<file path="src/rtl/switch_mode_defs.vh">
`ifndef SWITCH_MODE_DEFS_VH
`define SWITCH_MODE_DEFS_VH

// Register indices on the plain register port
`define ADDR_CHANNEL_ON 4'h0
`define ADDR_HW_CTRL 4'h1
`define ADDR_INPUT_ZERO_MAP 4'h2
`define ADDR_INPUT_ONE_MAP 4'h3
`define ADDR_STATUS 4'h4
`define ADDR_ERROR 4'h5
`define ADDR_MONITOR 4'h6

// Hardware control register fields
`define HW_STAY_ACTIVE 0
`define HW_SOFT_RESET 1
`define HW_OPEN_LOAD 2

// Status register fields
`define ST_MODE_LO 0
`define ST_MODE_HI 1
`define ST_TX_ERROR 2
`define ST_BATT_UV 3
`define ST_LOGIC_LOW 4

// Reset values
`define RST_CHANNEL_ON 8'h00
`define RST_INPUT_ZERO_MAP 8'h04
`define RST_INPUT_ONE_MAP 8'h08
`define RST_HW_CTRL 8'h04

// Operating mode codes as reported in the status field
`define MODE_IDLE 2'h0
`define MODE_LIMP 2'h1
`define MODE_ACTIVE 2'h2
`define MODE_SLEEP 2'h3

// Mode transition latency
`define TRANSITION_NS 1000
`define CLOCK_NS 8

`endif

</file>
<file path="src/rtl/switch_mode_controller.v">
// Overview of operation
// - Sleep holds all channels off and all registers but the error latches at reset values.
// - Idle keeps channels off, no diagnosis; register access needs logic supply.
// - Entering or staying in Idle never clears the channel error latches.
// - Idle pin high plus any control input or channel-on bit enters Active.
// - Without stay-active, Active returns to Idle once all requests vanish.
// - With stay-active set, Active is held regardless of requests.
// - Logic supply undervoltage with inputs low drops Active to Idle.
// - A high control input enters Active even if both maps are zero.
// - Idle pin low with a high control input enters Limp Home.
// - Limp Home answers reads but ignores every register write.
// - Entering Limp Home from Idle or Active forces battery and logic supply flags to one.
// - Limp Home reports mode field 01.
// - First command after Limp Home entry from Idle or Active sets the transmission error flag.
// - Limp Home forces open-load check off; other registers hold defaults.
// - Limp Home drives only channels 2 and 3 from their control inputs.
// - Turn-on outside Active or Limp Home waits for the mode transition.
// - Registers reset on logic undervoltage, idle pin low or soft reset.
// - Soft reset keeps error latches and reloads both supply flags from the present supply levels.
// - Any register reset restores maps and drops channels not held by inputs.
// - Battery undervoltage while operative sets the battery flag.
// - Battery flag clears on a status readout or soft reset after recovery, and in Sleep.
// - Logic-low flag set while low, cleared on readout after recovery.
// - Start up needs supply plus input or idle pin; power-on on threshold.
// - A turn-on request outside Active goes to Active or Limp by idle pin.
// - Battery undervoltage disables channels until the supply recovers.
// - Register access is refused while the idle pin and both control inputs are low.
`timescale 1ns/1ns
`include "switch_mode_defs.vh"
module switch_mode_controller #(
    parameter CHANNELS = 8,
    parameter TRANSITION_NS = `TRANSITION_NS
) (
    input wire clock,
    input wire sys_rst,
    input wire idle_pin,
    input wire [1:0] control_input_n,
    input wire logic_supply_uv,
    input wire logic_supply_low,
    input wire logic_above_lop,
    input wire battery_uv,
    input wire battery_above_op,
    input wire [CHANNELS-1:0] channel_fault,
    input wire frame_error,
    input wire [3:0] reg_addr,
    input wire [7:0] reg_wdata,
    input wire reg_write,
    input wire reg_read,
    output reg [7:0] reg_rdata_q,
    output reg [CHANNELS-1:0] channel_out_q,
    output reg [1:0] mode_q,
    output reg transition_busy_q,
    output reg bus_refused_q,
    output reg open_load_check_q,
    output reg power_on_q
);

    localparam integer TRANS_CYCLES_RAW =
        (TRANSITION_NS + `CLOCK_NS - 1) / `CLOCK_NS;
    localparam integer TRANS_CYCLES =
        (TRANS_CYCLES_RAW < 1) ? 1 : TRANS_CYCLES_RAW;

    localparam SYNC_W = CHANNELS + 9;
    localparam [7:0] HW_CTRL_RST = `RST_HW_CTRL;

    wire [SYNC_W-1:0] sync_bus;
    wire idle_s;
    wire [1:0] ctrl_s;
    wire logic_uv_s;
    wire logic_low_s;
    wire logic_lop_s;
    wire batt_uv_s;
    wire batt_op_s;
    wire [CHANNELS-1:0] fault_s;
    wire frame_err_s;

    pin_sync #(
        .WIDTH(SYNC_W)
    ) u_sync (
        .clock(clock),
        .sys_rst(sys_rst),
        .async_in({frame_error, channel_fault, batt_op_raw(battery_above_op),
            battery_uv, logic_above_lop, logic_supply_low, logic_supply_uv,
            control_input_n, idle_pin}),
        .sync_out(sync_bus)
    );

    function batt_op_raw;
        input bit_in;
        begin
            batt_op_raw = bit_in;
        end
    endfunction

    assign idle_s = sync_bus[0];
    assign ctrl_s = sync_bus[2:1];
    assign logic_uv_s = sync_bus[3];
    assign logic_low_s = sync_bus[4];
    assign logic_lop_s = sync_bus[5];
    assign batt_uv_s = sync_bus[6];
    assign batt_op_s = sync_bus[7];
    assign fault_s = sync_bus[CHANNELS+7:8];
    assign frame_err_s = sync_bus[CHANNELS+8];

    // Channels requested by the two control inputs through their maps
    function [CHANNELS-1:0] input_drive;
        input [1:0] ctrl;
        input [CHANNELS-1:0] map0;
        input [CHANNELS-1:0] map1;
        begin
            input_drive = (ctrl[0] ? map0 : {CHANNELS{1'b0}})
                | (ctrl[1] ? map1 : {CHANNELS{1'b0}});
        end
    endfunction

    reg [CHANNELS-1:0] channel_on_q;
    reg [CHANNELS-1:0] map0_q;
    reg [CHANNELS-1:0] map1_q;
    reg stay_active_q;
    reg open_load_en_q;
    reg [CHANNELS-1:0] error_q;
    reg tx_error_q;
    reg batt_flag_q;
    reg logic_flag_q;
    reg limp_first_q;
    reg [1:0] target_q;
    reg [15:0] trans_cnt_q;

    reg [1:0] target_d;
    reg any_ctrl;
    reg any_on;
    reg in_limp;
    reg bus_ok;
    reg wr_ok;
    reg soft_reset;
    reg reg_reset;
    reg status_read;
    reg limp_entry;
    reg [CHANNELS-1:0] chan_d;

    always @* begin
        any_ctrl = |ctrl_s;
        any_on = |channel_on_q;
        in_limp = (mode_q == `MODE_LIMP);
        target_d = mode_q;
        if (!power_on_q) begin
            target_d = `MODE_SLEEP;
        end else if (!idle_s && !any_ctrl) begin
            target_d = `MODE_SLEEP;
        end else if (!idle_s) begin
            target_d = `MODE_LIMP;
        end else if (any_ctrl) begin
            target_d = `MODE_ACTIVE;
        end else if (logic_uv_s) begin
            target_d = `MODE_IDLE;
        end else if (any_on) begin
            target_d = `MODE_ACTIVE;
        end else if (stay_active_q && mode_q == `MODE_ACTIVE) begin
            target_d = `MODE_ACTIVE;
        end else begin
            target_d = `MODE_IDLE;
        end
        // Sleep and logic undervoltage shut the port, as does the idle-low
        // state with no inputs, where the device has no supply path
        bus_ok = power_on_q && !logic_uv_s && mode_q != `MODE_SLEEP
            && !(!idle_s && !any_ctrl) && !transition_busy_q;
        wr_ok = bus_ok && !in_limp && reg_write;
        soft_reset = wr_ok && reg_addr == `ADDR_HW_CTRL
            && reg_wdata[`HW_SOFT_RESET];
        reg_reset = logic_uv_s || !idle_s || soft_reset
            || mode_q == `MODE_SLEEP;
        status_read = bus_ok && reg_read && reg_addr == `ADDR_STATUS;
        limp_entry = transition_busy_q && trans_cnt_q == 16'h0001
            && target_q == `MODE_LIMP;
        chan_d = {CHANNELS{1'b0}};
        if (!transition_busy_q && !batt_uv_s) begin
            if (mode_q == `MODE_ACTIVE) begin
                chan_d = channel_on_q
                    | input_drive(ctrl_s, map0_q, map1_q);
            end else if (in_limp) begin
                chan_d = input_drive(ctrl_s, `RST_INPUT_ZERO_MAP,
                    `RST_INPUT_ONE_MAP);
            end
        end
    end

    // Power-on and mode sequencing
    always @(posedge clock) begin
        if (sys_rst) begin
            power_on_q <= 1'b0;
            mode_q <= `MODE_SLEEP;
            target_q <= `MODE_SLEEP;
            trans_cnt_q <= 16'h0000;
            transition_busy_q <= 1'b0;
        end else begin
            // Startup only once a supply clears its threshold and a pin wakes it
            if (batt_op_s || logic_lop_s) begin
                if (idle_s || any_ctrl) begin
                    power_on_q <= 1'b1;
                end
            end else if (logic_uv_s && !batt_op_s) begin
                power_on_q <= 1'b0;
            end
            if (transition_busy_q) begin
                // Responses are undefined here; the host holds off
                if (trans_cnt_q == 16'h0001) begin
                    mode_q <= target_q;
                    transition_busy_q <= 1'b0;
                    trans_cnt_q <= 16'h0000;
                end else begin
                    trans_cnt_q <= trans_cnt_q - 16'h0001;
                end
            end else if (target_d != mode_q) begin
                if (target_d == `MODE_SLEEP || target_d == `MODE_IDLE) begin
                    mode_q <= target_d;
                end else begin
                    target_q <= target_d;
                    trans_cnt_q <= TRANS_CYCLES[15:0];
                    transition_busy_q <= 1'b1;
                end
            end
        end
    end

    // Writable registers
    always @(posedge clock) begin
        if (sys_rst || reg_reset || in_limp) begin
            channel_on_q <= `RST_CHANNEL_ON;
            map0_q <= `RST_INPUT_ZERO_MAP;
            map1_q <= `RST_INPUT_ONE_MAP;
            stay_active_q <= HW_CTRL_RST[`HW_STAY_ACTIVE];
            open_load_en_q <= in_limp ? 1'b0
                : HW_CTRL_RST[`HW_OPEN_LOAD];
        end else if (wr_ok) begin
            case (reg_addr)
                `ADDR_CHANNEL_ON: begin
                    channel_on_q <= reg_wdata[CHANNELS-1:0];
                end
                `ADDR_HW_CTRL: begin
                    stay_active_q <= reg_wdata[`HW_STAY_ACTIVE];
                    open_load_en_q <= reg_wdata[`HW_OPEN_LOAD];
                end
                `ADDR_INPUT_ZERO_MAP: begin
                    map0_q <= reg_wdata[CHANNELS-1:0];
                end
                `ADDR_INPUT_ONE_MAP: begin
                    map1_q <= reg_wdata[CHANNELS-1:0];
                end
                default: begin
                    channel_on_q <= channel_on_q;
                end
            endcase
        end
    end

    // Error latches survive Idle and soft reset; only logic undervoltage or a host clear drops them
    always @(posedge clock) begin
        if (sys_rst || logic_uv_s) begin
            error_q <= {CHANNELS{1'b0}};
        end else begin
            // Set wins over clear; diagnosis runs only with channels able
            if (mode_q == `MODE_ACTIVE || in_limp) begin
                error_q <= (error_q & ~((wr_ok && reg_addr == `ADDR_ERROR)
                    ? reg_wdata[CHANNELS-1:0] : {CHANNELS{1'b0}}))
                    | fault_s;
            end else if (wr_ok && reg_addr == `ADDR_ERROR) begin
                error_q <= error_q & ~reg_wdata[CHANNELS-1:0];
            end
        end
    end

    // Supply flags and transmission error
    always @(posedge clock) begin
        if (sys_rst || mode_q == `MODE_SLEEP) begin
            batt_flag_q <= 1'b0;
            logic_flag_q <= 1'b0;
            tx_error_q <= 1'b0;
            limp_first_q <= 1'b0;
        end else if (limp_entry) begin
            batt_flag_q <= 1'b1;
            logic_flag_q <= 1'b1;
            limp_first_q <= 1'b1;
        end else if (soft_reset) begin
            batt_flag_q <= batt_uv_s;
            logic_flag_q <= logic_low_s;
        end else begin
            if (batt_uv_s) begin
                batt_flag_q <= 1'b1;
            end else if (status_read && batt_op_s) begin
                batt_flag_q <= 1'b0;
            end
            if (logic_low_s) begin
                logic_flag_q <= 1'b1;
            end else if (status_read) begin
                logic_flag_q <= 1'b0;
            end
            if (limp_first_q && bus_ok && (reg_read || reg_write)) begin
                tx_error_q <= 1'b1;
                limp_first_q <= 1'b0;
            end else if (frame_err_s) begin
                tx_error_q <= 1'b1;
            end else if (status_read) begin
                tx_error_q <= 1'b0;
            end
        end
    end

    // Read port and registered outputs
    always @(posedge clock) begin
        if (sys_rst) begin
            reg_rdata_q <= 8'h00;
            channel_out_q <= {CHANNELS{1'b0}};
            bus_refused_q <= 1'b1;
            open_load_check_q <= 1'b0;
        end else begin
            channel_out_q <= chan_d;
            bus_refused_q <= !bus_ok;
            open_load_check_q <= open_load_en_q && !in_limp
                && mode_q == `MODE_ACTIVE;
            reg_rdata_q <= 8'h00;
            if (bus_ok && reg_read) begin
                case (reg_addr)
                    `ADDR_CHANNEL_ON: begin
                        reg_rdata_q <= channel_on_q;
                    end
                    `ADDR_HW_CTRL: begin
                        reg_rdata_q <= {5'h00, open_load_en_q, 1'b0,
                            stay_active_q};
                    end
                    `ADDR_INPUT_ZERO_MAP: begin
                        reg_rdata_q <= map0_q;
                    end
                    `ADDR_INPUT_ONE_MAP: begin
                        reg_rdata_q <= map1_q;
                    end
                    `ADDR_STATUS: begin
                        reg_rdata_q <= {3'h0, logic_flag_q, batt_flag_q,
                            tx_error_q || (limp_first_q), mode_q};
                    end
                    `ADDR_ERROR: begin
                        reg_rdata_q <= error_q;
                    end
                    `ADDR_MONITOR: begin
                        reg_rdata_q <= channel_out_q;
                    end
                    default: begin
                        reg_rdata_q <= 8'h00;
                    end
                endcase
            end
        end
    end

endmodule // switch_mode_controller

</file>
<file path="src/rtl/pin_sync.v">
`timescale 1ns/1ns
module pin_sync #(
    parameter WIDTH = 1
) (
    input wire clock,
    input wire sys_rst,
    input wire [WIDTH-1:0] async_in,
    output reg [WIDTH-1:0] sync_out
);

    reg [WIDTH-1:0] meta_q;

    // First stage feeds only the second stage
    always @(posedge clock) begin
        if (sys_rst) begin
            meta_q <= {WIDTH{1'b0}};
            sync_out <= {WIDTH{1'b0}};
        end else begin
            meta_q <= async_in;
            sync_out <= meta_q;
        end
    end

endmodule // pin_sync

</file>
<file path="config.mk">
export PLATFORM = sky130hd
export DESIGN_NAME = switch_mode_controller
export DESIGN_NICKNAME = d
export VERILOG_FILES = /design/src/rtl/switch_mode_controller.v /design/src/rtl/pin_sync.v
export VERILOG_INCLUDE_DIRS = /design/src /design/src/rtl
export SDC_FILE = /design/constraint.sdc
export NUM_CORES = 1
export LEC_CHECK = 0
export ABC_AREA = 1
export BUFFER_PORTS_ARGS = -buffer_cell sky130_fd_sc_hd__buf_2
export CORE_MARGIN = 2
export CORE_UTILIZATION = 58
export CTS_CLUSTER_DIAMETER = 200
export DETAILED_ROUTE_END_ITERATION = 16
export GPL_TIMING_DRIVEN = 0
export PLACE_DENSITY = 0.84
export SYNTH_ARGS = -nofsm -noshare
export SYNTH_HDL_FRONTEND = slang
export SYNTH_SLANG_ARGS = --single-unit
</file>
<file path="constraint.sdc">
create_clock -name clock -period 2.4 [get_ports clock]
set_input_delay 0.12 -clock clock [delete_from_list [all_inputs] [get_ports clock]]
set_output_delay 0.12 -clock clock [all_outputs]
set_load 0.005 [all_outputs]
</file>
Yosys cells after proc, flatten, opt, wreduce, memory -nomap -nowiden
Cells that the tools add are included.
- flip-flop bits (word level): 112
- output and inout bits: 22
- logic and storage cells: 174
- add/subtract/negate cells: 1
- equality and inequality tests: 18
- muxes and demuxes: 49
- bitwise logic cells: 14
- reductions and logical operators: 71
- operator list (operator ; number):
    $mux 16 ; 4
    $pmux 8 s7 ; 1
    $mux 8 ; 6
    $mux 1 ; 24
    $or 8x8->8 ; 3
    $logic_and 1x1->1 ; 22
    $mux 2 ; 11
    $and 8x8->8 ; 2
    $eq 16x1->1 const B ; 1
    $not 8->8 ; 2
    $reduce_and 2->1 ; 8
    $sub 16x1->16 const B ; 1
    $reduce_bool 2->1 ; 7
    $logic_or 1x1->1 ; 13
    $eq 4x3->1 const B ; 3
    $logic_not 1->1 ; 9
    $reduce_and 3->1 ; 3
    $eq 4x2->1 const B ; 2
    $mux 4 ; 2
    $reduce_bool 4->1 ; 2
    $reduce_or 8->1 ; 1
    $eq 2x2->1 const B ; 3
    $ne 2x1->1 const B ; 3
    $not 1->1 ; 6
    other kinds (10) ; 14

Depth between registers and ports, before layout
Gate-level depths: netlist of run 1.
- depth after elaboration: 16
- gate-level depth with buffers: 15

By module
Synthesis of run 1 repeated with hierarchy kept, for this count alone.
- cell total of the unflattened synthesis: 649
- area total of the unflattened synthesis: 4878.4 um^2
- by module, submodules not included (module ; times used ; cells an instance ; area each (um^2) ; sequential area each (um^2)):
    switch_mode_controller ; 1 ; 543 ; 3892.5 ; 1571.5
    pin_sync ; 1 ; 106 ; 985.9 ; 680.7

Worst setup path before layout of run 1
No wires, ideal clock.
- path type: register to register
- start point: reg mode_q[0]
- end point: reg trans_cnt_q[12]
- data arrival time: 1.744 ns
- required time: 2.287 ns
- setup slack: 0.543 ns
- cell stages (with the launch flop): 16
- period minus slack after synthesis: 1.857 ns
- path through: dfxtp_1 > inv_1 > ha_1 > nand2_1 > nand3_1 > o21bai_1 > nand2_1 > nand2_1 > nand2_1 > nand2_1 > nand3_1 > nand2_1 > buf_2 > nand3_1 > nand2_1 > nor2_1
- longest elaborated chain between the ends: 13
- elaborated cells on any way between the ends: 16
- ends and longest elaborated chain (what ; line ; source):
    from (decl) ; switch_mode_controller.v:51 ; output reg [1:0] mode_q,
    from (signal assigned) ; switch_mode_controller.v:191 ; mode_q <= `MODE_SLEEP;
    from (signal assigned) ; switch_mode_controller.v:207 ; mode_q <= target_q;
    from (signal assigned) ; switch_mode_controller.v:215 ; mode_q <= target_d;
    $eq 2x2->1 (no source line) ; - ;
    $logic_and 1x1->1 (no source line) ; - ;
    $mux 2 ; switch_mode_controller.v:158 ; end else if (stay_active_q && mode_q == `MODE_ACTIVE) begin
    $mux 2 ; switch_mode_controller.v:156 ; end else if (any_on) begin
    $mux 2 ; switch_mode_controller.v:154 ; end else if (logic_uv_s) begin
    $mux 2 ; switch_mode_controller.v:152 ; end else if (any_ctrl) begin
    $mux 2 ; switch_mode_controller.v:150 ; end else if (!idle_s) begin
    $mux 2 ; switch_mode_controller.v:148 ; end else if (!idle_s && !any_ctrl) begin
    $mux 2 ; switch_mode_controller.v:146 ; if (!power_on_q) begin
    $eq 2x2->1 (no source line) or $logic_not 2->1 (tied branches) ; - ;
    $logic_or 1x1->1 (no source line) ; - ;
    $ne 2x2->1 (no source line) ; - ;
    $reduce_and 2->1 (no source line) (*) ; - ;
    to (signal assigned) ; switch_mode_controller.v:211 ; trans_cnt_q <= trans_cnt_q - 16'h0001;
    to (signal assigned) ; switch_mode_controller.v:218 ; trans_cnt_q <= TRANS_CYCLES[15:0];
    to (decl) ; switch_mode_controller.v:127 ; reg [15:0] trans_cnt_q;
Every way passes the cells marked *; elsewhere a longest branch is shown, timed or not.
A chain may end at the register's enable or synchronous reset.

Final worst setup path of run 1
- start point: reg mode_q[1]
- end point: reg map0_q[4]
- longest elaborated chain between the ends: 12
- elaborated cells on any way between the ends: 16
- ends and longest elaborated chain (what ; line ; source):
    $ne 2x2->1 (no source line) ; - ;
    $logic_and 1x1->1 (no source line) ; - ;
    $logic_and 1x1->1 (2 in series) ; switch_mode_controller.v:165 ; bus_ok = power_on_q && !logic_uv_s && mode_q != `MODE_SLEEP
    $logic_and 1x1->1 (2 in series) ; switch_mode_controller.v:167 ; wr_ok = bus_ok && !in_limp && reg_write;
    $logic_and 1x1->1 (no source line) ; - ;
    $logic_and 1x1->1 ; switch_mode_controller.v:168 ; soft_reset = wr_ok && reg_addr == `ADDR_HW_CTRL
    $logic_or 1x1->1 ; switch_mode_controller.v:170 ; reg_reset = logic_uv_s || !idle_s || soft_reset
    $logic_or 1x1->1 (no source line) ; - ;
    $logic_or 1x1->1 (2 in series) ; switch_mode_controller.v:227 ; if (sys_rst || reg_reset || in_limp) begin
    to (signal assigned) ; switch_mode_controller.v:229 ; map0_q <= `RST_INPUT_ZERO_MAP;
    to (signal assigned) ; switch_mode_controller.v:244 ; map0_q <= reg_wdata[CHANNELS-1:0];
    to (decl) ; switch_mode_controller.v:117 ; reg [CHANNELS-1:0] map0_q;
Parallel ways exist; a longest one is shown, timed or not.

==> summary.txt, run 1 <==
Clocking
  • H-tree Lvls: 3
  • Clock-pin transition on the worst setup and hold timing paths: around 0.1 ns
  • Clk buf depth: 2
  • Clock Latency Late Sink: between 0.3 and 0.4 ns
  • Clock root buffer: clkbuf_8
  • Clock sink count: between 100 and 150
  • CTS tree: yes
  • TritonCTS buffer count: 9

Power and ir drop
  • Peak VDD IR: 0.4483 mV
  • Static Leak: ~2.4 nW
  • PwrDens: a little under 700 nW/um^2

Logic synthesis
  • Syn nets: 700
  • Sequential-to-total area share from yosys stat: ~46%
  • Netlist Area Pre-Place: about 5000 sq um
  • Synth unique cells: between 40 and 50
  • Syn. warnings: 0
  • Register bit total from synthesis: about 110
  • Post-Synthesis Cells: about 660
  • Syn Area/Cell: 7.390 sq um

Placement
  • HPWL Detailed: 9.511 mm
  • PortBufs: between 50 and 60
  • Placed inst area: ~5300 sq um
  • GPL Wtd Cong: roughly 0.93

Worst setup path
  • Worst Path Class, Setup: register to register
  • Setup crit start kind: register
  • Data arrival, critical path: approximately 2.5 ns
  • Crit path max fanout: 10
  • Crit path required time: between 2 and 3 ns
  • Crit end category: register

Die
  • # rows: 33
  • Die Span Y: around 96 um
  • Die X: 95.84 um
  • Core Footprint: roughly 8200 sq um
  • Die ar.: approximately 9200 sq um
  • I/O Pins: 55
  • Starting Density: approximately 60%

Final layout
  • Fillers: 711
  • Fin util: a little under 70%
  • Area grow syn2layout: 16.27%
  • Cell area after layout: about 5700 sq um
  • Layout cells sized above 1: between 10% and 20%
  • Final nets: between 700 and 800
  • Antenna Cells: 0

STA
  • Max_slew headroom: a little over two fifths
  • Final Cycle Share: between 90% and 100%
  • RSZ-0062 raised after global routing: no
  • Max Clock Freq: roughly 0.46 GHz
  • Count of pins over their slew limit: 0
  • Min Clock Period, post-route: 2.194 ns
  • Worst Tran Pin Value: around 0.85 ns
  • Final setup fails: 0
  • Final Skew: 0.01004 ns
  • Final setup TNS: 0 ns
  • Final Hold Viols: 0
  • Hold_ws: 0.04387 ns

Global route
  • Vias in the first global route: between 4,000 and 5,000
  • Largest net degree at the start of global routing: 21
  • Total track usage: 30.21%
  • Antenna violations before repair: 0
  • First-pass GRT wire length: ~21 mm
  • GR Overflow Total: 0

Worst hold path
  • Min-delay worst type: primary input to register

Drt
  • Total Wirelength: between 10 and 15 mm
  • Drt wl/cell: ~16 um
  • Post-route ant nets: 0
  • DR vias: about 4,800
  • Drt drc: 0
  • First drt pass iteration count: 5
  • Vias per std cell: 5.635
  • Starting DRC count in detailed routing: between 300 and 400

Flow run
  • Max-Cap Viols: 0

Run status
  • Status: complete, no violations
worst max-delay path, stage by stage (launching register included):
cell      delay (ns)
dfxtp_1         0.43
ha_1            0.31
nor2_4          0.18
nand3_4         0.12
nor3_4          0.21
buf_4           0.16
clkbuf_1        0.38
nand3_1         0.17
a21oi_1         0.17
cells by family (layout without fill, tap and decap cells):
logic type / Yosys count / after routing / synth area share (%)
buffers and inverters: 107 / 197 / 8.875
AO/OA/AOI/OAI: 125 / 125 / 14.37
XOR/XNOR: 11 / 11 / 1.969
flip-flops: 112 / 112 / 46.04
AND/OR/NAND/NOR: 302 / 302 / 27.47
adder cells (fa/ha/maj): 5 / 5 / 1.279
cell usage after synthesis (all sizes together):
library cell | number | area, sq um
nand2 | 118 | 447.9
dfxtp | 111 | 2222
nor2 | 99 | 399.1
inv | 84 | 317.8
nand3 | 65 | 342.8
a21oi | 63 | 315.3
o21ai | 31 | 155.1
clkbuf | 14 | 52.55
a31oi | 10 | 62.56
xor2 | 9 | 78.83
buf | 8 | 60.05
nor3 | 8 | 51.30
a221oi | 7 | 61.31
nand4 | 7 | 50.05
ha | 5 | 62.56
o211ai | 4 | 30.03
or2 | 3 | 18.77
a211oi | 2 | 15.01
nor4 | 2 | 33.78
o21bai | 2 | 15.01
xnor2 | 2 | 17.52
a21boi | 1 | 7.510
a311oi | 1 | 8.760
a31o | 1 | 8.760
clkinv | 1 | 3.750
edfxtp | 1 | 30.03
o2111ai | 1 | 8.760
o221ai | 1 | 8.760
o22ai | 1 | 6.260
metrics by stage:
stage               setup slack (ns)  std cells  power, W
global placement              0.1608        821  0.002762
global route                 0.01131        857  0.004074
finish                        0.2061        857  0.003891
detailed placement           0.08296        821  0.002794
CTS                          0.07464        853  0.003860
floorplan                     0.5433        662  0.002550
power breakdown:
| part | internal, W | switching (W) | total, W |
|---|---|---|---|
| logic | 0.000272 | 0.000517 | 0.000788 |
| clock network | 0.000401 | 0.000674 | 0.00107 |
| registers | 0.00195 | 0.0000744 | 0.00203 |
final cells by class:
type	instances	area [sq um]	share of cell area [%]
sequential	112	2253	39.62
clock inverter	6	63.81	1.122
tap	105	131.4	2.310
inverter	85	321.6	5.653
buffer	22	115.1	2.024
clock buffer	9	123.9	2.178
multi-input combinational	443	2208	38.83
timing repair buffer	75	470.5	8.271
state kept, by name, indices dropped and copies added (netlist names), 2 cells and up:
signal,flops
error_q,8
mode_q,2
channel_on_q,8
u_sync.meta_q,17
u_sync.sync_out,17
trans_cnt_q,16
reg_rdata_q,8
map0_q,8
channel_out_q,8
target_q,2
map1_q,8
metal layers:
| metal | part of all wire (%) | track usage [%] | vias to the layer above |
|---|---|---|---|
| met5 | 0 | 0 | - |
| met4 | 1.9 | 10.00 | 0 |
| met3 | 9.9 | 6.656 | 28 |
| met2 | 47 | 48.43 | 246 |
| met1 | 41 | 40.51 | 2222 |
| li1 | - | - | 2333 |
placed cells by master (no fill, tap or decap), types with 2 or more instances in the layout:
cell type	Yosys	final
nand2_1	116	116
dfxtp_1	111	110
nor2_1	94	94
inv_1	71	71
a21oi_1	63	63
nand3_1	63	63
buf_2	3	56
o21ai_0	20	20
dlygate4sd3_1	0	17
clkbuf_1	14	14
inv_2	12	12
o21ai_1	11	11
a31oi_1	10	10
xor2_1	9	9
clkbuf_8	0	9
buf_4	3	7
nor3_1	7	7
a221oi_1	7	7
nand4_1	6	6
o211ai_1	4	4
ha_1	5	4
nor2_4	3	3
nor2_2	2	2
nand2_2	2	2
o21bai_1	2	2
buf_6	2	2
a211oi_1	2	2
xnor2_1	2	2
or2_0	2	2
inv_8	0	2
what timing repair did:
| item | in CTS | in global routing |
|---|---|---|
| setup endpoints to repair | 0 | 33 |
| resized for setup | 0 | 3 |
| buffers inserted | 0 | 4 |
| hold buffers | 17 | 0 |
| endpoints found under the hold margin | 17 | 0 |
worst paths after layout:
path	startpoint	to	slack, ns	cells past startpoint
worst min register to register	u_sync.meta_q[16]	u_sync.sync_out[16]	0.41	2
worst min-delay path	reg_wdata[6]	channel_on_q[6]	0.04	3
worst max register to register	mode_q[1]	map0_q[4]	0.21	8
worst max-delay path	mode_q[1]	map0_q[4]	0.21	8
Power figures use the tool's default switching activity.
==> run 2: changes to the inputs <==
--- a/config.mk
+++ b/config.mk
@@ -12,8 +12,7 @@
 export CORE_UTILIZATION = 58
 export CTS_CLUSTER_DIAMETER = 200
 export DETAILED_ROUTE_END_ITERATION = 16
-export GPL_TIMING_DRIVEN = 0
-export PLACE_DENSITY = 0.84
+export PLACE_DENSITY = 0.79
 export SYNTH_ARGS = -nofsm -noshare
 export SYNTH_HDL_FRONTEND = slang
 export SYNTH_SLANG_ARGS = --single-unit
==> run 2 against run 1 <==
- critical path depth is 7 higher
- sequential power hardly changed
- design area is 0.77% lower
- routed wire length is 9.0% lower
- via count is 4.3% lower
- first-iteration DRC count is 22% higher
- critical path type unchanged
==> summary.txt, run 2 (synthesis results as in run 1) <==
Run status
  • Status: complete, no violations

Worst setup path
  • Setup crit start kind: register
  • Worst R2R Setup Slack: 0.29 ns (+0.09 ns)
  • Reg2reg start: mode_q[0]
  • Reg2reg path depth: 15 (+7)
  • Worst Path Class, Setup: register to register
  • Crit end category: register
  • Data arrival, critical path: 2.39 ns (-0.12 ns)
  • Crit path max fanout: 6 (-4)
  • FF-to-FF End: trans_cnt_q[6]
  • Crit path required time: 2.68 ns (-0.04 ns)
  • Worst setup endpoint: trans_cnt_q[6]
  • Crit path from: mode_q[0]

Clocking
  • Clock Latency Late Sink: 0.39 ns (about the same)
  • TritonCTS buffer count: 9 (unchanged)
  • Clk buf depth: 2 (unchanged)
  • # Post-CTS Setup Buffers: 0 (unchanged)
  • Clock sink count: 112 (unchanged)
  • Clock root buffer: clkbuf_8
  • CTS tree: yes
  • H-tree Lvls: 3 (unchanged)
  • Clock-pin transition on the worst setup and hold timing paths: 0.11 ns (about the same)

Drt
  • Post-route ant nets: 0 (unchanged)
  • Drt drc: 0 (unchanged)
  • First drt pass iteration count: 5 (unchanged)
  • Drt wl/cell: 14.53 um (-7.4%)
  • Vias per std cell: 5.488 (-2.6%)
  • Starting DRC count in detailed routing: 471 (+22%)
  • DR vias: 4,621 (-4.3%)
  • Total Wirelength: 12.23 mm (-9.0%)

Power and ir drop
  • Switch Pwr: 0.001284 W (+1.5%)
  • PwrDens: 693.5 nW/um^2 (+1.4%)
  • Pint: 0.002630 W (+0.16%)
  • Seq pwr share: 51.7% (-0.4 points)
  • Clock power share: 29.5% (+1.9 points)
  • Switching part of the total power: 32.81% (+0.30 points)
  • Static Leak: 2.403 nW (-0.83%)
  • Peak VDD IR: 0.5926 mV (+32%)
  • Gate power share: 18.8% (-1.5 points)

Worst hold path
  • Min-delay worst type: primary input to register

STA
  • Final Skew: 0.02052 ns (+0.01048 ns)
  • Count of pins over their slew limit: 0 (unchanged)
  • Worst Tran Pin Value: 0.5153 ns (-0.3367 ns)
  • Final Hold Viols: 0 (unchanged)
  • Max_slew headroom: 65.61% (+23 points)
  • Final setup fails: 0 (unchanged)
  • Final setup TNS: 0 ns (unchanged)
  • Max Clock Freq: 0.4748 GHz (+4.2%)
  • RSZ-0062 raised after global routing: no
  • Min Clock Period, post-route: 2.106 ns (-0.08768 ns)
  • Final Cycle Share: 87.76% (-3.7 points)

Final layout
  • Layout cells sized above 1: 14.79% (+0.029 points)
  • Final nets: 770 (-2.0%)
  • Area grow syn2layout: 15.37%
  • Fin util: 68.69% (-0.53 points)
  • Antenna Cells: 0 (unchanged)
  • Most common cell after layout, fill and taps aside: nand2_1
  • Biggest regs: u_sync.meta_q x17, u_sync.sync_out x17, trans_cnt_q x16
  • Commonest cells after routing, fill and taps aside: 116 x nand2_1, 110 x dfxtp_1, 94 x nor2_1

Die
  • Die Span Y: 95.84 um (unchanged)
  • Die ar.: 9185 sq um (unchanged)
  • I/O Pins: 55 (unchanged)
  • # rows: 33 (unchanged)
  • Starting Density: 59.54% (unchanged)
  • Core Footprint: 8217 sq um (unchanged)
  • Die X: 95.84 um (unchanged)

Global route
  • First-pass GRT wire length: 19.49 mm (-7.9%)
  • Total track usage: 27.50% (-2.7 points)
  • GR Overflow Total: 0 (unchanged)
  • Vias in the first global route: 4,025 (-8.0%)
  • Largest net degree at the start of global routing: 32 (+52%)
  • Antenna violations before repair: 0 (unchanged)

Placement
  • GPL Wtd Cong: 0.9248 (-0.71%)
  • PortBufs: 54 (unchanged)
  • HPWL Detailed: 8.577 mm (-9.8%)

Flow run
  • Max-Cap Viols: 0 (unchanged)
==> run 2: cell count changes in the layout (fill, tap and decap cells not counted), moves of 2 or more <==
cell / before / now
clkbuf_1: 14 / 0
buf_4: 7 / 10
buf_2: 56 / 54
buf_6: 2 / 0
clkinv_8: 1 / 3
==> run 2: how the worst min path moves through the flow <==
stage / startpoint / endpoint / slack [ns] / cells past startpoint
6_report: reg_wdata[3] / map0_q[3] / 0.03 / 3
5_1_grt: reg_wdata[3] / channel_on_q[3] / 0.02 / 3
4_1_cts: reg_wdata[3] / map0_q[3] / 0.02 / 3
3_5_place_dp: logic_supply_low / u_sync.meta_q[4] / 0.32 / 3
3_3_place_gp: channel_fault[3] / u_sync.meta_q[11] / 0.32 / 3
2_1_floorplan: idle_pin / u_sync.meta_q[0] / 0.23 / 2
==> run 2: timing repair <==
| action | CTS | global route |
|---|---|---|
| endpoints found under the setup margin | 0 | 3 |
| hold buffers | 17 | 0 |
| hold endpoints to repair | 17 | 0 |
| gates resized for setup | 0 | 1 |
==> run 2: worst max-delay path, cell delays in order (launching register included) <==
cell and delay, ns:
dfxtp_2 0.39, inv_1 0.09, ha_1 0.27, nand2_1 0.09, nand3_1 0.09, o21bai_1 0.13
nand2_1 0.08, nand2_1 0.09, nand2_1 0.07, nand2_1 0.08, nand3_1 0.11, nand2_1 0.18
buf_4 0.18, nand2_1 0.05, nand3_1 0.06, nand2_1 0.06
==> run 2: routing by layer <==
layer  global-route usage, %  wire length, um  part of all wire [%]  vias up
li1                        -                -                     -     2298
met1                   38.37             5268                    43     2063
met2                   43.36             5507                    45      234
met3                   5.403             1179                   9.6       26
met4                   8.095              276                   2.3        0
met5                       0                0                     0        -
==> run 2: cell type report <==
class | count | area, sq um
sequential | 112 | 2253
clock buffer | 9 | 123.9
multi-input combinational | 443 | 2206
clock inverter | 7 | 92.59
tap | 105 | 131.4
inverter | 85 | 321.6
fill | 660 | 2572
timing repair buffer | 81 | 515.5
==> run 2: power by group through the flow <==
stage / registers (W) / logic [W] / clock network, W
floorplan: 0.00204 / 0.000507 / 0
global route: 0.00204 / 0.000817 / 0.00125
detailed placement: 0.00206 / 0.000698 / 0
finish: 0.00202 / 0.000736 / 0.00116
CTS: 0.00202 / 0.000725 / 0.00117
global placement: 0.00205 / 0.000673 / 0
==> run 2: through the flow <==
| stage | total power [W] | instances | hold slack, ns | setup WS (ns) | cell area (sq um) |
|---|---|---|---|---|---|
| floorplan | 0.002550 | 662 | 0.2270 | 0.5433 | 4892 |
| global placement | 0.002727 | 809 | 0.3180 | 0.3889 | 5256 |
| detailed placement | 0.002759 | 809 | 0.3250 | 0.2598 | 5256 |
| CTS | 0.003908 | 842 | 0.01890 | 0.2436 | 5643 |
| global route | 0.004100 | 842 | 0.01963 | 0.05597 | 5644 |
| finish | 0.003914 | 842 | 0.02895 | 0.2938 | 5644 |
==> run 3: changes to the inputs <==
--- a/config.mk
+++ b/config.mk
@@ -12,7 +12,7 @@
 export CORE_UTILIZATION = 58
 export CTS_CLUSTER_DIAMETER = 200
 export DETAILED_ROUTE_END_ITERATION = 16
-export PLACE_DENSITY = 0.79
+export PLACE_DENSITY = 0.87
 export SYNTH_ARGS = -nofsm -noshare
 export SYNTH_HDL_FRONTEND = slang
 export SYNTH_SLANG_ARGS = --single-unit
==> run 3 against run 2 <==
- count of clock-buffer cells in the layout grew 2
- register-to-register slack got worse by 0.03 ns
- flip-flop and latch count unchanged
- power is 0.60% lower
- critical path type unchanged
- largest cell class unchanged
==> summary.txt, run 3 (synthesis results as in run 1) <==
Worst setup path
  • Crit path top cell by count: nand2_1
  • Data arrival, critical path: 2.39 ns (about the same)
  • CP Cell Sequence: nor2_2 -> nand2_2 -> nand3_4 -> nor3_4 -> buf_4 -> nand2_1 -> nand2_1 -> o211ai_1
  • Critical path's slowest cell: dfxtp_1
  • Crit path required time: 2.65 ns (-0.03 ns)
  • Crit end category: register
  • Setup crit start kind: register
  • Worst Path Class, Setup: register to register
  • CP Buf/Inv Count: 1 (-1)
  • Crit path max fanout: 18 (+12)
  • Crit-path leading delay family: simple AND/OR/NAND/NOR gates
  • CP max stage delay: 0.66 ns (+0.27 ns)

Final layout
  • Final nets: 769 (-0.13%)
  • Antenna Cells: 0 (unchanged)
  • Fillers: 655 (-0.76%)
  • Final Non-Filler Cells: 841 (-0.12%)
  • Commonest cells after routing, fill and taps aside: 115 x nand2_1, 111 x dfxtp_1, 94 x nor2_1
  • Biggest regs: u_sync.meta_q x17, u_sync.sync_out x17, trans_cnt_q x16
  • Area grow syn2layout: 14.91%
  • Most common cell after layout, fill and taps aside: nand2_1
  • Layout cells sized above 1: 14.27% (-0.52 points)

Clocking
  • Clock root buffer: clkbuf_8
  • TritonCTS buffer count: 9 (unchanged)
  • Clock sink count: 112 (unchanged)
  • # Post-CTS Setup Buffers: 0 (unchanged)
  • H-tree Lvls: 3 (unchanged)
  • Clk buf depth: 2 (unchanged)
  • Clock Latency Late Sink: 0.38 ns (about the same)
  • CTS tree: yes
  • Clock-pin transition on the worst setup and hold timing paths: 0.11 ns (about the same)

Global route
  • First-pass GRT wire length: 19.62 mm (+0.71%)
  • Largest net degree at the start of global routing: 47 (+47%)
  • GR Overflow Total: 0 (unchanged)
  • Total track usage: 27.34% (-0.16 points)
  • Vias in the first global route: 4,221 (+4.9%)
  • Antenna violations before repair: 0 (unchanged)

STA
  • Count of pins over their slew limit: 0 (unchanged)
  • Max Clock Freq: 0.4688 GHz (-1.3%)
  • Final WS setup: 0.2669 ns (-0.02687 ns)
  • Final Hold Viols: 0 (unchanged)
  • RSZ-0062 raised after global routing: no
  • Final setup fails: 0 (unchanged)
  • Worst Tran Pin Value: 0.5234 ns (+0.008096 ns)
  • Final Skew: 0.01510 ns (-0.005415 ns)
  • Final Cycle Share: 88.88% (+1.1 points)
  • Final setup TNS: 0 ns (unchanged)
  • Max_slew headroom: 65.06% (-0.55 points)
  • Min Clock Period, post-route: 2.133 ns (+0.02687 ns)

Die
  • Die ar.: 9185 sq um (unchanged)
  • I/O Pins: 55 (unchanged)
  • Core Footprint: 8217 sq um (unchanged)
  • Starting Density: 59.54% (unchanged)
  • # rows: 33 (unchanged)
  • Die X: 95.84 um (unchanged)
  • Die Span Y: 95.84 um (unchanged)

Placement
  • GPL Wtd Cong: 0.9996 (+8.1%)
  • Setup slack at placement: 0.1466 ns (-0.1132 ns)
  • HPWL Detailed: 8.470 mm (-1.2%)
  • PortBufs: 54 (unchanged)
  • Cell count after placement: 807 (-0.25%)

Power and ir drop
  • Total power: 0.003891 W (-0.60%)
  • Peak VDD IR: 0.4361 mV (-26%)
  • Static Leak: 2.406 nW (+0.12%)
  • PwrDens: 692.1 nW/um^2 (-0.20%)

Run status
  • Status: complete, no violations

Drt
  • Vias per std cell: 5.655 (+3.0%)
  • Drt wl/cell: 14.42 um (-0.72%)
  • Drt drc: 0 (unchanged)
  • Starting DRC count in detailed routing: 493 (+4.7%)
  • Post-route ant nets: 0 (unchanged)
  • DR vias: 4,756 (+2.9%)
  • First drt pass iteration count: 5 (unchanged)
  • Total Wirelength: 12.13 mm (-0.83%)

Worst hold path
  • Min-delay worst type: primary input to register

Flow run
  • Max-Cap Viols: 0 (unchanged)
## run 3: changes by cell type in the layout (fill, tap and decap cells not counted), moves of 2 or more
cell / delta
clkbuf_1: +2
buf_4: -2
clkinv_8: -3
inv_6: +2
## run 3: path summary, 6_finish.rpt
kind / startpoint / end / slack, ns / depth (start not counted)
worst max-delay path: u_sync.sync_out[2] / map0_q[2] / 0.27 / 8
worst max register to register: u_sync.sync_out[2] / map0_q[2] / 0.27 / 8
worst min register to register: u_sync.meta_q[2] / u_sync.sync_out[2] / 0.41 / 2
worst min-delay path: reg_wdata[3] / channel_on_q[3] / 0.04 / 3
## run 3: power by group
part / total [W] / internal [W] / switching [W]
registers: 0.00202 / 0.00195 / 0.0000735
clock network: 0.00113 / 0.000494 / 0.000636
logic: 0.000735 / 0.000252 / 0.000483
total: 0.00389 / 0.00270 / 0.00119
## run 3: per-layer routing
layer | vias to the layer above | GRT usage [%] | share of wire [%]
li1 | 2295 | - | -
met1 | 2166 | 35.72 | 41
met2 | 249 | 43.59 | 46
met3 | 46 | 6.813 | 10
met4 | 0 | 10.60 | 3.0
met5 | - | 0 | 0
## run 3: layout make-up
class	instances	area, sq um	share of cell area, %
Clock inverter	5	61.31	1.091
Clock buffer	11	131.4	2.337
Tap cell	105	131.4	2.337
Inverter	85	321.6	5.720
Timing Repair Buffer	80	510.5	9.081
Sequential cell	112	2252	40.06
Multi-Input combinational cell	443	2213	39.37
## run 3: what timing repair did
action / in CTS / in global routing
gates resized for setup: 0 / 2
endpoints found under the hold margin: 18 / 0
hold buffers: 18 / 0
setup endpoints to repair: 0 / 11
## run 3: worst register-to-register path, cell delays in order, from the launching register on
cell and delay, ns:
dfxtp_1 0.66, nor2_2 0.12, nand2_2 0.15, nand3_4 0.13
nor3_4 0.15, buf_4 0.26, nand2_1 0.30, nand2_1 0.15
o211ai_1 0.10
## run 3: stage by stage
stage	cell area (sq um)	hold WS, ns	utilization, %
after floorplan	4892	0.2270	-
after global placement	5241	0.3182	63.79
after detailed placement	5241	0.3246	63.79
after CTS	5614	0.02118	68.33
after global routing	5622	0.02988	68.42
final	5622	0.03531	68.42
